--- src/common/sdram_pin_pkg.sv ---
// Constants shared by the DRAM pin-function front end
`default_nettype none
package sdram_pin_pkg;
  // Address bus width and special bit positions
  localparam int ADDR_W        = 16;
  localparam int AUTO_PRE_BIT  = 10;
  localparam int BURST_SEL_BIT = 12;
  localparam int BANK_W        = 2;
  localparam int LANE_W        = 8;
  // Mode register op-code bit positions
  localparam int MR4_VREF_BIT  = 4;
  localparam int MR5_PAR_LO    = 0;
  localparam int MR5_PAR_HI    = 2;
  localparam int MRS_SEL_W     = 3;
  localparam logic [2:0] MR_SEL_FOUR = 3'h4;
  localparam logic [2:0] MR_SEL_FIVE = 3'h5;
  // Burst lengths in beats
  localparam int BURST_FULL    = 8;
  localparam int BURST_CHOP    = 4;
  localparam int CRC_BEATS     = 2;
  // Alert pulse times
  localparam int CLK_MHZ       = 200;
  localparam int CRC_ALERT_NS  = 60;
  localparam int PAR_ALERT_NS  = 600;
  localparam int CRC_ALERT_CYC = (CRC_ALERT_NS * CLK_MHZ) / 1000;
  localparam int PAR_ALERT_CYC = (PAR_ALERT_NS * CLK_MHZ) / 1000;
  // Reset values
  localparam logic [ADDR_W-1:0] MR_RESET = 16'h0000;
  // Decoded commands
  typedef enum logic [2:0] {
    CMD_NONE = 3'h0,
    CMD_ACT  = 3'h1,
    CMD_RD   = 3'h2,
    CMD_WR   = 3'h3,
    CMD_PRE  = 3'h4,
    CMD_MRS  = 3'h5
  } cmd_e;
endpackage
`default_nettype wire

--- src/rtl/sdram_pin_functions.sv ---
// DRAM pin-function front end: command decode, parity, alert, strobes, test mode
`timescale 1ns/100ps
`default_nettype none

// Small FIFO of flip-flops with valid/ready on both sides
module beat_fifo #(
  parameter int WIDTH = 18,
  parameter int DEPTH = 16
) (
  input  wire logic             clk,
  input  wire logic             sys_rst,
  input  wire logic             in_valid,
  output logic                  in_ready,
  input  wire logic [WIDTH-1:0] in_data,
  output logic                  out_valid,
  input  wire logic             out_ready,
  output logic      [WIDTH-1:0] out_data
);
  localparam int AW = $clog2(DEPTH);
  logic [WIDTH-1:0] mem [DEPTH];      // Storage
  logic [AW-1:0]    wr_ptr;           // Write index
  logic [AW-1:0]    rd_ptr;           // Read index
  logic [AW:0]      count;            // Occupancy
  wire              push = in_valid & in_ready;
  wire              pop  = out_valid & out_ready;

  assign in_ready  = (count != (AW+1)'(DEPTH));
  assign out_valid = (count != '0);
  assign out_data  = mem[rd_ptr];

  // Pointers and occupancy
  always_ff @(posedge clk or posedge sys_rst) begin
    if (sys_rst) begin
      wr_ptr <= '0;
      rd_ptr <= '0;
      count  <= '0;
    end else begin
      if (push) wr_ptr <= (wr_ptr == AW'(DEPTH-1)) ? '0 : AW'(wr_ptr + 1'b1);
      if (pop)  rd_ptr <= (rd_ptr == AW'(DEPTH-1)) ? '0 : AW'(rd_ptr + 1'b1);
      count <= (AW+1)'(count + {AW'(0), push} - {AW'(0), pop});
    end
  end

  // Data store, no reset needed on payload
  always_ff @(posedge clk) begin
    if (push) mem[wr_ptr] <= in_data;
  end
endmodule

module sdram_pin_functions
  import sdram_pin_pkg::*;
#(
  parameter int CRC_CYC = CRC_ALERT_CYC,
  parameter int PAR_CYC = PAR_ALERT_CYC
) (
  input  wire logic              clk,
  input  wire logic              sys_rst,
  input  wire logic              reset_low,              // Device reset pin, active low
  input  wire logic              link_clk,               // Command clock pin, sampled
  input  wire logic              chip_select_low,
  input  wire logic              activate_cmd_low,
  input  wire logic              row_strobe_cmd_low,
  input  wire logic              column_strobe_cmd_low,
  input  wire logic              write_enable_cmd_low,
  input  wire logic              bank_group,
  input  wire logic [BANK_W-1:0] bank_addr,
  input  wire logic [ADDR_W-1:0] addr,
  input  wire logic              cmd_addr_parity_in,
  input  wire logic              connectivity_test_enable,
  input  wire logic              crc_error_in,           // Write CRC check result, pulse
  // Alert pin, open drain
  input  wire logic              alert_in,
  output logic                   alert_out,
  output logic                   alert_oe,
  // Lower lane strobe and data
  input  wire logic              lower_lane_strobe_t_in,
  input  wire logic              lower_lane_strobe_c_in,
  output logic                   lower_lane_strobe_t_out,
  output logic                   lower_lane_strobe_c_out,
  output logic                   lower_lane_strobe_oe,
  input  wire logic [LANE_W-1:0] lower_lane_data_in,
  input  wire logic              lower_write_mask_low,
  // Upper lane strobe and data
  input  wire logic              upper_lane_strobe_t_in,
  input  wire logic              upper_lane_strobe_c_in,
  output logic                   upper_lane_strobe_t_out,
  output logic                   upper_lane_strobe_c_out,
  output logic                   upper_lane_strobe_oe,
  input  wire logic [LANE_W-1:0] upper_lane_data_in,
  input  wire logic              upper_write_mask_low,
  // Read data source and outputs
  input  wire logic [2*LANE_W-1:0] rd_word,
  output logic      [LANE_W-1:0] lower_lane_data_out,
  output logic      [LANE_W-1:0] upper_lane_data_out,
  output logic      [LANE_W-1:0] data_oe,
  // Decoded command results
  output logic                   cmd_valid,
  output cmd_e                   cmd_kind,
  output logic      [ADDR_W-1:0] row_addr,
  output logic      [ADDR_W-1:0] col_addr,
  output logic                   auto_precharge_flag,
  output logic                   burst_chop_select,
  output logic                   precharge_all,
  output logic      [BANK_W-1:0] precharge_bank,
  output logic                   parity_error,
  output logic                   vref_test_mode,
  output logic                   connectivity_test_active,
  output logic                   crc_enable,
  output logic                   alert_seen_in,
  // Write beat stream out of the FIFO
  output logic                   wr_valid,
  input  wire logic              wr_ready,
  output logic      [2*LANE_W+1:0] wr_data,
  output logic                   wr_overflow
);
  // Two-stage synchronisers for every pin input except the unused complement strobes
  // Two data lanes, bank address, address and fifteen single-bit pins
  localparam int SYN_W = 2*LANE_W + BANK_W + ADDR_W + 15;
  logic [SYN_W-1:0] sync1;                  // First stage only feeds sync2
  logic [SYN_W-1:0] sync2;                  // Safe sampled pins
  logic             ck_prev;                // Previous sampled link clock
  logic [1:0]       rst_sync;               // Device reset synchroniser
  wire  [SYN_W-1:0] pins = {link_clk, chip_select_low, activate_cmd_low,
                            row_strobe_cmd_low, column_strobe_cmd_low,
                            write_enable_cmd_low, bank_group, bank_addr, addr,
                            cmd_addr_parity_in, connectivity_test_enable, alert_in,
                            lower_lane_strobe_t_in, upper_lane_strobe_t_in,
                            lower_write_mask_low, upper_write_mask_low,
                            upper_lane_data_in, lower_lane_data_in, crc_error_in};

  // Named slices of the synchronised pins
  wire              s_ck   = sync2[SYN_W-1];
  wire              s_cs   = sync2[SYN_W-2];
  wire              s_act  = sync2[SYN_W-3];
  wire              s_ras  = sync2[SYN_W-4];
  wire              s_cas  = sync2[SYN_W-5];
  wire              s_we   = sync2[SYN_W-6];
  wire              s_bg   = sync2[SYN_W-7];
  wire [BANK_W-1:0] s_ba   = sync2[SYN_W-8 -: BANK_W];
  wire [ADDR_W-1:0] s_addr = sync2[SYN_W-8-BANK_W -: ADDR_W];
  localparam int LO = 2*LANE_W - 1;       // Single pins start just above the lanes
  wire              s_par  = sync2[LO+8];
  wire              s_ten  = sync2[LO+7];
  wire              s_alrt = sync2[LO+6];
  wire              s_lower_lane_strobe = sync2[LO+5];
  wire              s_upper_lane_strobe = sync2[LO+4];
  wire              s_dml  = sync2[LO+3];
  wire              s_dmu  = sync2[LO+2];
  wire [2*LANE_W-1:0] s_dq = sync2[2*LANE_W:1];
  wire              s_crc  = sync2[0];
  wire              ck_rise = s_ck & ~ck_prev;
  wire              dev_rst = ~rst_sync[1];

  // Pin sampling
  always_ff @(posedge clk or posedge sys_rst) begin
    if (sys_rst) begin
      sync1   <= '0;
      sync2   <= '0;
      ck_prev <= 1'b0;
    end else begin
      sync1   <= pins;
      sync2   <= sync1;
      ck_prev <= s_ck;
    end
  end

  always_ff @(posedge clk or negedge reset_low) begin
    if (!reset_low) rst_sync <= 2'h0;
    else            rst_sync <= {rst_sync[0], 1'b1};
  end

  // Command decode on a rising command clock edge
  wire  selected = ck_rise & ~s_cs;
  wire  is_act = selected & ~s_act;
  wire  is_rd  = selected & s_act & s_ras & ~s_cas & s_we;
  wire  is_wr  = selected & s_act & s_ras & ~s_cas & ~s_we;
  wire  is_pre = selected & s_act & ~s_ras & s_cas & ~s_we;
  wire  is_mrs = selected & s_act & ~s_ras & ~s_cas & ~s_we;
  cmd_e next_kind;
  assign next_kind = is_act ? CMD_ACT : is_rd ? CMD_RD : is_wr ? CMD_WR :
                     is_pre ? CMD_PRE : is_mrs ? CMD_MRS : CMD_NONE;

  // even parity over command and address
  wire  par_bad = ^{s_act, s_ras, s_cas, s_we, s_bg, s_ba, s_addr, s_par};
  wire  [MRS_SEL_W-1:0] mr_sel = {s_bg, s_ba};
  logic [ADDR_W-1:0] mr_four;                  // Stored op-code of register four
  logic [ADDR_W-1:0] mr_five;                  // Stored op-code of register five
  wire  par_on = (mr_five[MR5_PAR_HI:MR5_PAR_LO] != '0);
  wire  par_hit = selected & par_on & par_bad;
  wire  cmd_ok = (next_kind != CMD_NONE) & ~par_hit;

  // Mode registers; parity-failed commands do not update
  always_ff @(posedge clk or posedge sys_rst) begin
    if (sys_rst) begin
      mr_four <= MR_RESET;
      mr_five <= MR_RESET;
    end else if (dev_rst) begin
      mr_four <= MR_RESET;
      mr_five <= MR_RESET;
    end else if (is_mrs & ~par_hit) begin
      if (mr_sel == MR_SEL_FOUR) mr_four <= s_addr;
      if (mr_sel == MR_SEL_FIVE) mr_five <= s_addr;
    end
  end

  // Registered command results
  always_ff @(posedge clk or posedge sys_rst) begin
    if (sys_rst) begin
      cmd_valid <= 1'b0;
      cmd_kind  <= CMD_NONE;
      row_addr  <= '0;
      col_addr  <= '0;
      auto_precharge_flag <= 1'b0;
      burst_chop_select   <= 1'b1;
      precharge_all       <= 1'b0;
      precharge_bank      <= '0;
    end else begin
      cmd_valid <= cmd_ok & ~dev_rst;
      if (cmd_ok) begin
        cmd_kind <= next_kind;
        // row on activate, column on access
        if (is_act) row_addr <= s_addr;
        if (is_rd | is_wr) begin
          col_addr <= s_addr;
          auto_precharge_flag <= s_addr[AUTO_PRE_BIT];
          burst_chop_select <= s_addr[BURST_SEL_BIT];
        end
        if (is_pre) begin
          precharge_all  <= s_addr[AUTO_PRE_BIT];
          precharge_bank <= s_ba;
        end
      end
    end
  end

  assign vref_test_mode = mr_four[MR4_VREF_BIT];   // reference test mode
  assign crc_enable     = mr_five[MR5_PAR_HI+1];   // CRC enable bit

  // Alert timer; parity error outranks CRC error
  logic [$clog2(PAR_CYC+1)-1:0] alert_cnt;
  logic                         alert_long;        // Parity recovery in progress
  wire  crc_hit = s_crc & ~connectivity_test_active;
  always_ff @(posedge clk or posedge sys_rst) begin
    if (sys_rst) begin
      alert_cnt    <= '0;
      alert_long   <= 1'b0;
      parity_error <= 1'b0;
    end else begin
      parity_error <= par_hit;
      if (par_hit) begin
        alert_cnt  <= ($clog2(PAR_CYC+1))'(PAR_CYC);
        alert_long <= 1'b1;
      end else if (crc_hit && alert_cnt == '0) begin
        alert_cnt <= ($clog2(PAR_CYC+1))'(CRC_CYC);
      end else if (alert_cnt != '0) begin
        alert_cnt <= alert_cnt - 1'b1;
        if (alert_cnt == 1) alert_long <= 1'b0;
      end
    end
  end

  // test enable pin enters connectivity test
  assign connectivity_test_active = s_ten & ~dev_rst;
  // alert pin becomes input during test
  assign alert_oe      = (alert_cnt != '0) & ~connectivity_test_active;
  assign alert_out     = 1'b0;
  assign alert_seen_in = connectivity_test_active & ~s_alrt;

  // Write beats: lanes paired with own strobe, masks drop lanes
  logic lower_lane_strobe_prev;
  logic upper_lane_strobe_prev;
  logic wr_active;                            // Burst window open
  logic [3:0] beat_cnt;
  wire  lower_lane_strobe_edge = s_lower_lane_strobe ^ lower_lane_strobe_prev;
  wire  upper_lane_strobe_edge = s_upper_lane_strobe ^ upper_lane_strobe_prev;
  // burst plus CRC beats when enabled
  wire  [3:0] beat_total = 4'((burst_chop_select ? BURST_FULL : BURST_CHOP)
                              + (crc_enable ? CRC_BEATS : 0));
  wire  lane_lo = wr_active & lower_lane_strobe_edge & s_dml;
  wire  lane_hi = wr_active & upper_lane_strobe_edge & s_dmu;
  wire  fifo_in_ready;
  always_ff @(posedge clk or posedge sys_rst) begin
    if (sys_rst) begin
      lower_lane_strobe_prev   <= 1'b0;
      upper_lane_strobe_prev   <= 1'b0;
      wr_active   <= 1'b0;
      beat_cnt    <= '0;
      wr_overflow <= 1'b0;
    end else begin
      lower_lane_strobe_prev <= s_lower_lane_strobe;
      upper_lane_strobe_prev <= s_upper_lane_strobe;
      if (cmd_valid && cmd_kind == CMD_WR) begin
        wr_active <= 1'b1;
        beat_cnt  <= '0;
      end else if (wr_active && lower_lane_strobe_edge) begin
        beat_cnt <= beat_cnt + 1'b1;
        if (beat_cnt == beat_total - 1'b1) wr_active <= 1'b0;
      end
      wr_overflow <= (lane_lo | lane_hi) & ~fifo_in_ready;
    end
  end

  beat_fifo #(.WIDTH(2*LANE_W+2), .DEPTH(16)) u_fifo (
    .clk       (clk),
    .sys_rst   (sys_rst),
    .in_valid  (lane_lo | lane_hi),
    .in_ready  (fifo_in_ready),
    .in_data   ({lane_hi, lane_lo, s_dq}),
    .out_valid (wr_valid),
    .out_ready (wr_ready),
    .out_data  (wr_data)
  );

  // Read strobes: edge aligned toggling with data, true/complement pair
  logic rd_active;
  logic rd_strobe;
  logic [3:0] rd_cnt;
  always_ff @(posedge clk or posedge sys_rst) begin
    if (sys_rst) begin
      rd_active <= 1'b0;
      rd_strobe <= 1'b0;
      rd_cnt    <= '0;
      lower_lane_data_out <= '0;
      upper_lane_data_out <= '0;
    end else begin
      if (cmd_valid && cmd_kind == CMD_RD) begin
        rd_active <= 1'b1;
        rd_cnt    <= '0;
      end else if (rd_active) begin
        rd_strobe <= ~rd_strobe;
        rd_cnt    <= rd_cnt + 1'b1;
        if (rd_cnt == 4'(burst_chop_select ? BURST_FULL-1 : BURST_CHOP-1))
          rd_active <= 1'b0;
      end
      // reference level shown on data line 0 in test
      lower_lane_data_out <= vref_test_mode ? 8'h01 : rd_word[LANE_W-1:0];
      upper_lane_data_out <= rd_word[2*LANE_W-1:LANE_W];
    end
  end

  assign lower_lane_strobe_t_out = rd_strobe;
  assign lower_lane_strobe_c_out = ~rd_strobe;
  assign upper_lane_strobe_t_out = rd_strobe;
  assign upper_lane_strobe_c_out = ~rd_strobe;
  assign lower_lane_strobe_oe    = rd_active;
  assign upper_lane_strobe_oe    = rd_active;
  assign data_oe = (rd_active | vref_test_mode) ? 8'hFF : 8'h00;

  // a_ alert holds long after parity error
  a_parity_alert_long: assert property (@(posedge clk) disable iff (sys_rst)
    par_hit && !connectivity_test_active |=> alert_oe [*8])
    else $error("parity alert too short");
  a_crc_alert_on: assert property (@(posedge clk) disable iff (sys_rst)
    crc_hit && alert_cnt == '0 && !par_hit |=> alert_oe)
    else $error("crc alert missing");
  a_parity_off_quiet: assert property (@(posedge clk) disable iff (sys_rst)
    !par_on |=> !parity_error)
    else $error("parity flagged while disabled");
  a_test_alert_input: assert property (@(posedge clk) disable iff (sys_rst)
    connectivity_test_active |-> !alert_oe)
    else $error("alert driven in test mode");
  a_cs_masks_cmd: assert property (@(posedge clk) disable iff (sys_rst)
    s_cs |=> !cmd_valid)
    else $error("command taken with chip select high");
  a_auto_pre_sample: assert property (@(posedge clk) disable iff (sys_rst)
    (is_rd | is_wr) && cmd_ok |=> auto_precharge_flag == $past(s_addr[AUTO_PRE_BIT]))
    else $error("auto precharge not sampled");
  a_burst_chop_sample: assert property (@(posedge clk) disable iff (sys_rst)
    (is_rd | is_wr) && cmd_ok |=> burst_chop_select == $past(s_addr[BURST_SEL_BIT]))
    else $error("burst chop not sampled");
  a_pre_all_sample: assert property (@(posedge clk) disable iff (sys_rst)
    is_pre && cmd_ok |=> precharge_all == $past(s_addr[AUTO_PRE_BIT]))
    else $error("precharge scope wrong");
  a_strobe_pair: assert property (@(posedge clk) disable iff (sys_rst)
    lower_lane_strobe_t_out != lower_lane_strobe_c_out)
    else $error("strobe pair not complementary");
endmodule
`default_nettype wire

--- config.mk ---
export PLATFORM = sky130hd
export DESIGN_NAME = sdram_pin_functions
export DESIGN_NICKNAME = d
export VERILOG_FILES = /design/src/common/sdram_pin_pkg.sv /design/src/rtl/sdram_pin_functions.sv
export SDC_FILE = /design/constraint.sdc
export NUM_CORES = 1
export LEC_CHECK = 0
export ABC_CLOCK_PERIOD_IN_PS = 7600
export BUFFER_PORTS_ARGS = -buffer_cell sky130_fd_sc_hd__clkbuf_2
export CORE_MARGIN = 3
export CORE_UTILIZATION = 59
export CTS_CLUSTER_DIAMETER = 120
export DETAILED_ROUTE_END_ITERATION = 10
export PLACE_DENSITY = 0.77
export SLEW_MARGIN = 15
export SYNTH_ARGS = -nofsm -noshare
export SYNTH_HDL_FRONTEND = slang
export SYNTH_HIERARCHICAL = 1
export SYNTH_SLANG_ARGS = --single-unit
export TNS_END_PERCENT = 30
--- constraint.sdc ---
create_clock -name clk -period 7.6 [get_ports clk]
set_input_delay 1.14 -clock clk [delete_from_list [all_inputs] [get_ports clk]]
set_output_delay 1.14 -clock clk [all_outputs]
set_load 0.005 [all_outputs]
==> impl_metrics.env <==
export IMPL_synth_edff_count=288
export IMPL_hold_buffers=0
export IMPL_pwr_share_comb_pct=20.9
export IMPL_seqPwrFrac_pct=44.3
export IMPL_outcome="finished clean"
export IMPL_synth_net_count=1097
export IMPL_crit_path_start_kind="flop"
export IMPL_routed_wl_mm=34.4
export IMPL_grt_pass1_vias=9720
export IMPL_synth_cells=1010
export IMPL_r2r_slack_ns=3.93
export IMPL_diodes=0
export IMPL_period_share_pct=61.2
export IMPL_power_leakage_uw=0.00837
export IMPL_area_growth_synth_to_final_pct=14.8
export IMPL_tightest_slew_ns=1.19
export IMPL_routedWlPerCell_um=21.3
export IMPL_clock_latency_ns=0.55
export IMPL_slew_violations=0
export IMPL_period_needed_ns=4.65
export IMPL_clk_pin_slew_ns=0.06
export IMPL_r2r_end="u_fifo/mem[6][17]$_DFFE_PP_"
export IMPL_initial_core_util_pct=60.9
export IMPL_clkPwrFrac_pct=34.8
export IMPL_synth_top_area_share_pct=47.2
export IMPL_antenna_left=0
export IMPL_cts_root_buffer="clkbuf_16"
export IMPL_core_mm2=0.0301
export IMPL_syn_area_mm2=0.0183
export IMPL_crit_type="flop to primary output"
export IMPL_design_area_mm2=0.0211
export IMPL_cts_sinks=485
export IMPL_endpoint="wr_data[5]"
export IMPL_globalplace_congestion=0.790
export IMPL_dieArea_mm2=0.0332
export IMPL_cap_violations=0
export IMPL_seq_area_frac_synth_pct=74.0
export IMPL_antenna_found_initial=1
export IMPL_switchingPower_uw=1910
export IMPL_die_y_um=182
export IMPL_detailed_place_hpwl_mm=20.2
export IMPL_grt_max_degree=103
export IMPL_vias=9192
export IMPL_ioPinCount=169
export IMPL_portBuffers=165
export IMPL_placementRows=63
export IMPL_hold_class="flop to flop"
export IMPL_sw_frac_of_total_pct=26.8
export IMPL_critPathMaxFanout=64
export IMPL_setup_violations_final=0
export IMPL_drive_gt1_share_pct=27.6
export IMPL_tritoncts="done"
export IMPL_synth_top_area_cell="edfxtp_1"
export IMPL_overflow=0
export IMPL_fin_hold_ws_ns=0.341
export IMPL_critPathLaunch="u_fifo/rd_ptr[0]$_DFFE_PP0P_"
export IMPL_power_density_mw_per_mm2=340
export IMPL_setup_tns_ns=0
export IMPL_finalClockSkew_ns=0.0113
export IMPL_first_iter_violations=644
export IMPL_drc=0
export IMPL_cts_buffer_depth=3
export IMPL_synth_area_per_cell_um2=18.2
export IMPL_ys_flop_type="edfxtp_1"
export IMPL_timing_rr_start="sync2[20]$_DFF_PP0_"
export IMPL_tritoncts_num_buffers=47
export IMPL_whs_path_depth=0
export IMPL_hold_viol=0
export IMPL_cts_resized=0
export IMPL_ys_ff_latch=485
export IMPL_vdd_drop_max_mv=0.208
export IMPL_postCtsSetupBuffers=0
export IMPL_relSlewSlack_pct=20.9
export IMPL_synthArstFlopShare_pct=40.6
export IMPL_cts_max_level=2
export IMPL_first_pass_iters=5
export IMPL_yosysWarnings=6
export IMPL_worstPathArrival_ns=3.51
export IMPL_track_usage_pct=21.3
export IMPL_postPlaceCellArea_mm2=0.0193
export IMPL_die_x_um=182
export IMPL_yosysMostFrequentCell="edfxtp_1"
export IMPL_ff2ff_path_depth=7
export IMPL_cp_data_required_time_ns=6.46
export IMPL_ys_types=61
export IMPL_cp_end_kind="primary output"
export IMPL_via_per_inst=5.70
export IMPL_total_power_uw=7150
export IMPL_fmax_mhz=215
export IMPL_grt_pass1_wl_mm=54.5
export IMPL_synth_area_leaders="edfxtp_1 (47%), dfrtp_1 (27%), mux2i_1 (4.3%)"
export IMPL_synth_common_cells="edfxtp_1 (288), dfrtp_1 (196), mux2i_1 (79)"
export IMPL_p_int_uw=5240
export IMPL_nNetsFinal=1271
export IMPL_post_route_util_pct=69.9
export IMPL_rsz0062_at_grt="false"
-- critical path, cell delays in order (launching register included) --
cell      delay [ns]
dfrtp_4         1.14
buf_4           0.67
mux4_1          0.62
o211ai_1        0.20
nand2_1         0.13
clkbuf_2        0.13
-- power by group through the flow --
| stage | sequential [uW] | clock (uW) | combinational (uW) |
|---|---|---|---|
| final | 3170 | 2490 | 1490 |
| after global routing | 3200 | 2660 | 1640 |
| after CTS | 3170 | 2540 | 1520 |
| after detailed placement | 3220 | 0 | 1500 |
| after global placement | 3210 | 0 | 1470 |
| after floorplan | 3120 | 0 | 1200 |
-- cell families (layout without fill, tap and decap cells) --
group,count (synthesis),count (layout),share of synthesized area (%)
adder cells (fa/ha/maj),16,16,1.13
flip-flops,485,485,74.0
AND/OR/NAND/NOR,128,128,3.60
other,2,2,0.0410
AO/OA/AOI/OAI,111,111,4.89
multiplexers,151,151,11.3
XOR/XNOR,45,45,2.35
buffers and inverters,72,284,2.67
-- state kept, by name, indices dropped and copies added, names as in the netlist, 2 cells and up --
register	count
alert_cnt	7
beat_cnt	4
cmd_kind	3
col_addr	16
lower_lane_data_out	8
mr_five	4
precharge_bank	2
rd_cnt	4
row_addr	16
rst_sync	2
sync1	49
sync2	49
u_fifo/count	5
u_fifo/mem	288
u_fifo/rd_ptr	4
u_fifo/wr_ptr	4
upper_lane_data_out	8
-- final cells by class --
cell class | count | area [um^2]
clock buffer | 69 | 1380
clock inverter | 18 | 322
fill | 1930 | 9060
inverter | 20 | 82.6
multi-input combinational | 453 | 4280
sequential | 485 | 13600
tap | 390 | 488
timing repair buffer | 177 | 916
-- layer usage --
layer	GRT usage [%]	vias to the layer above	share of wire, %
met4	5.55	2	2.0
li1	-	4168	-
met5	0	-	0.038
met1	28.4	4673	41
met3	5.74	60	7.1
met2	35.4	289	50
-- how the worst min path moves through the flow --
stage	from	end	slack, ns
3_5_place_dp	sync1[33]$_DFF_PP0_	sync2[33]$_DFF_PP0_	0.33
4_1_cts	sync1[2]$_DFF_PP0_	sync2[2]$_DFF_PP0_	0.34
5_1_grt	sync1[25]$_DFF_PP0_	sync2[25]$_DFF_PP0_	0.35
6_report	sync1[2]$_DFF_PP0_	sync2[2]$_DFF_PP0_	0.34
3_3_place_gp	sync1[37]$_DFF_PP0_	sync2[37]$_DFF_PP0_	0.33
2_1_floorplan	rst_sync[0]$_DFF_PN0_	rst_sync[1]$_DFF_PN0_	0.33
-- stage by stage --
stage / setup WS, ns / instances
after floorplan: 1.52 / 1010
after global placement: 3.50 / 1525
after detailed placement: 3.49 / 1525
after CTS: 2.90 / 1612
after global routing: 2.73 / 1612
final: 2.95 / 1612
-- placed cells by master (no fill, tap or decap), drive strengths merged, types with 21 or more instances in the layout --
cell type / n
mux4: 36
edfxtp: 288
mux2: 36
mux2i: 79
clkbuf: 234
inv: 21
nand2: 44
o21ai: 31
xnor2: 30
dfrtp: 196
(Power assumes the default switching activity.)
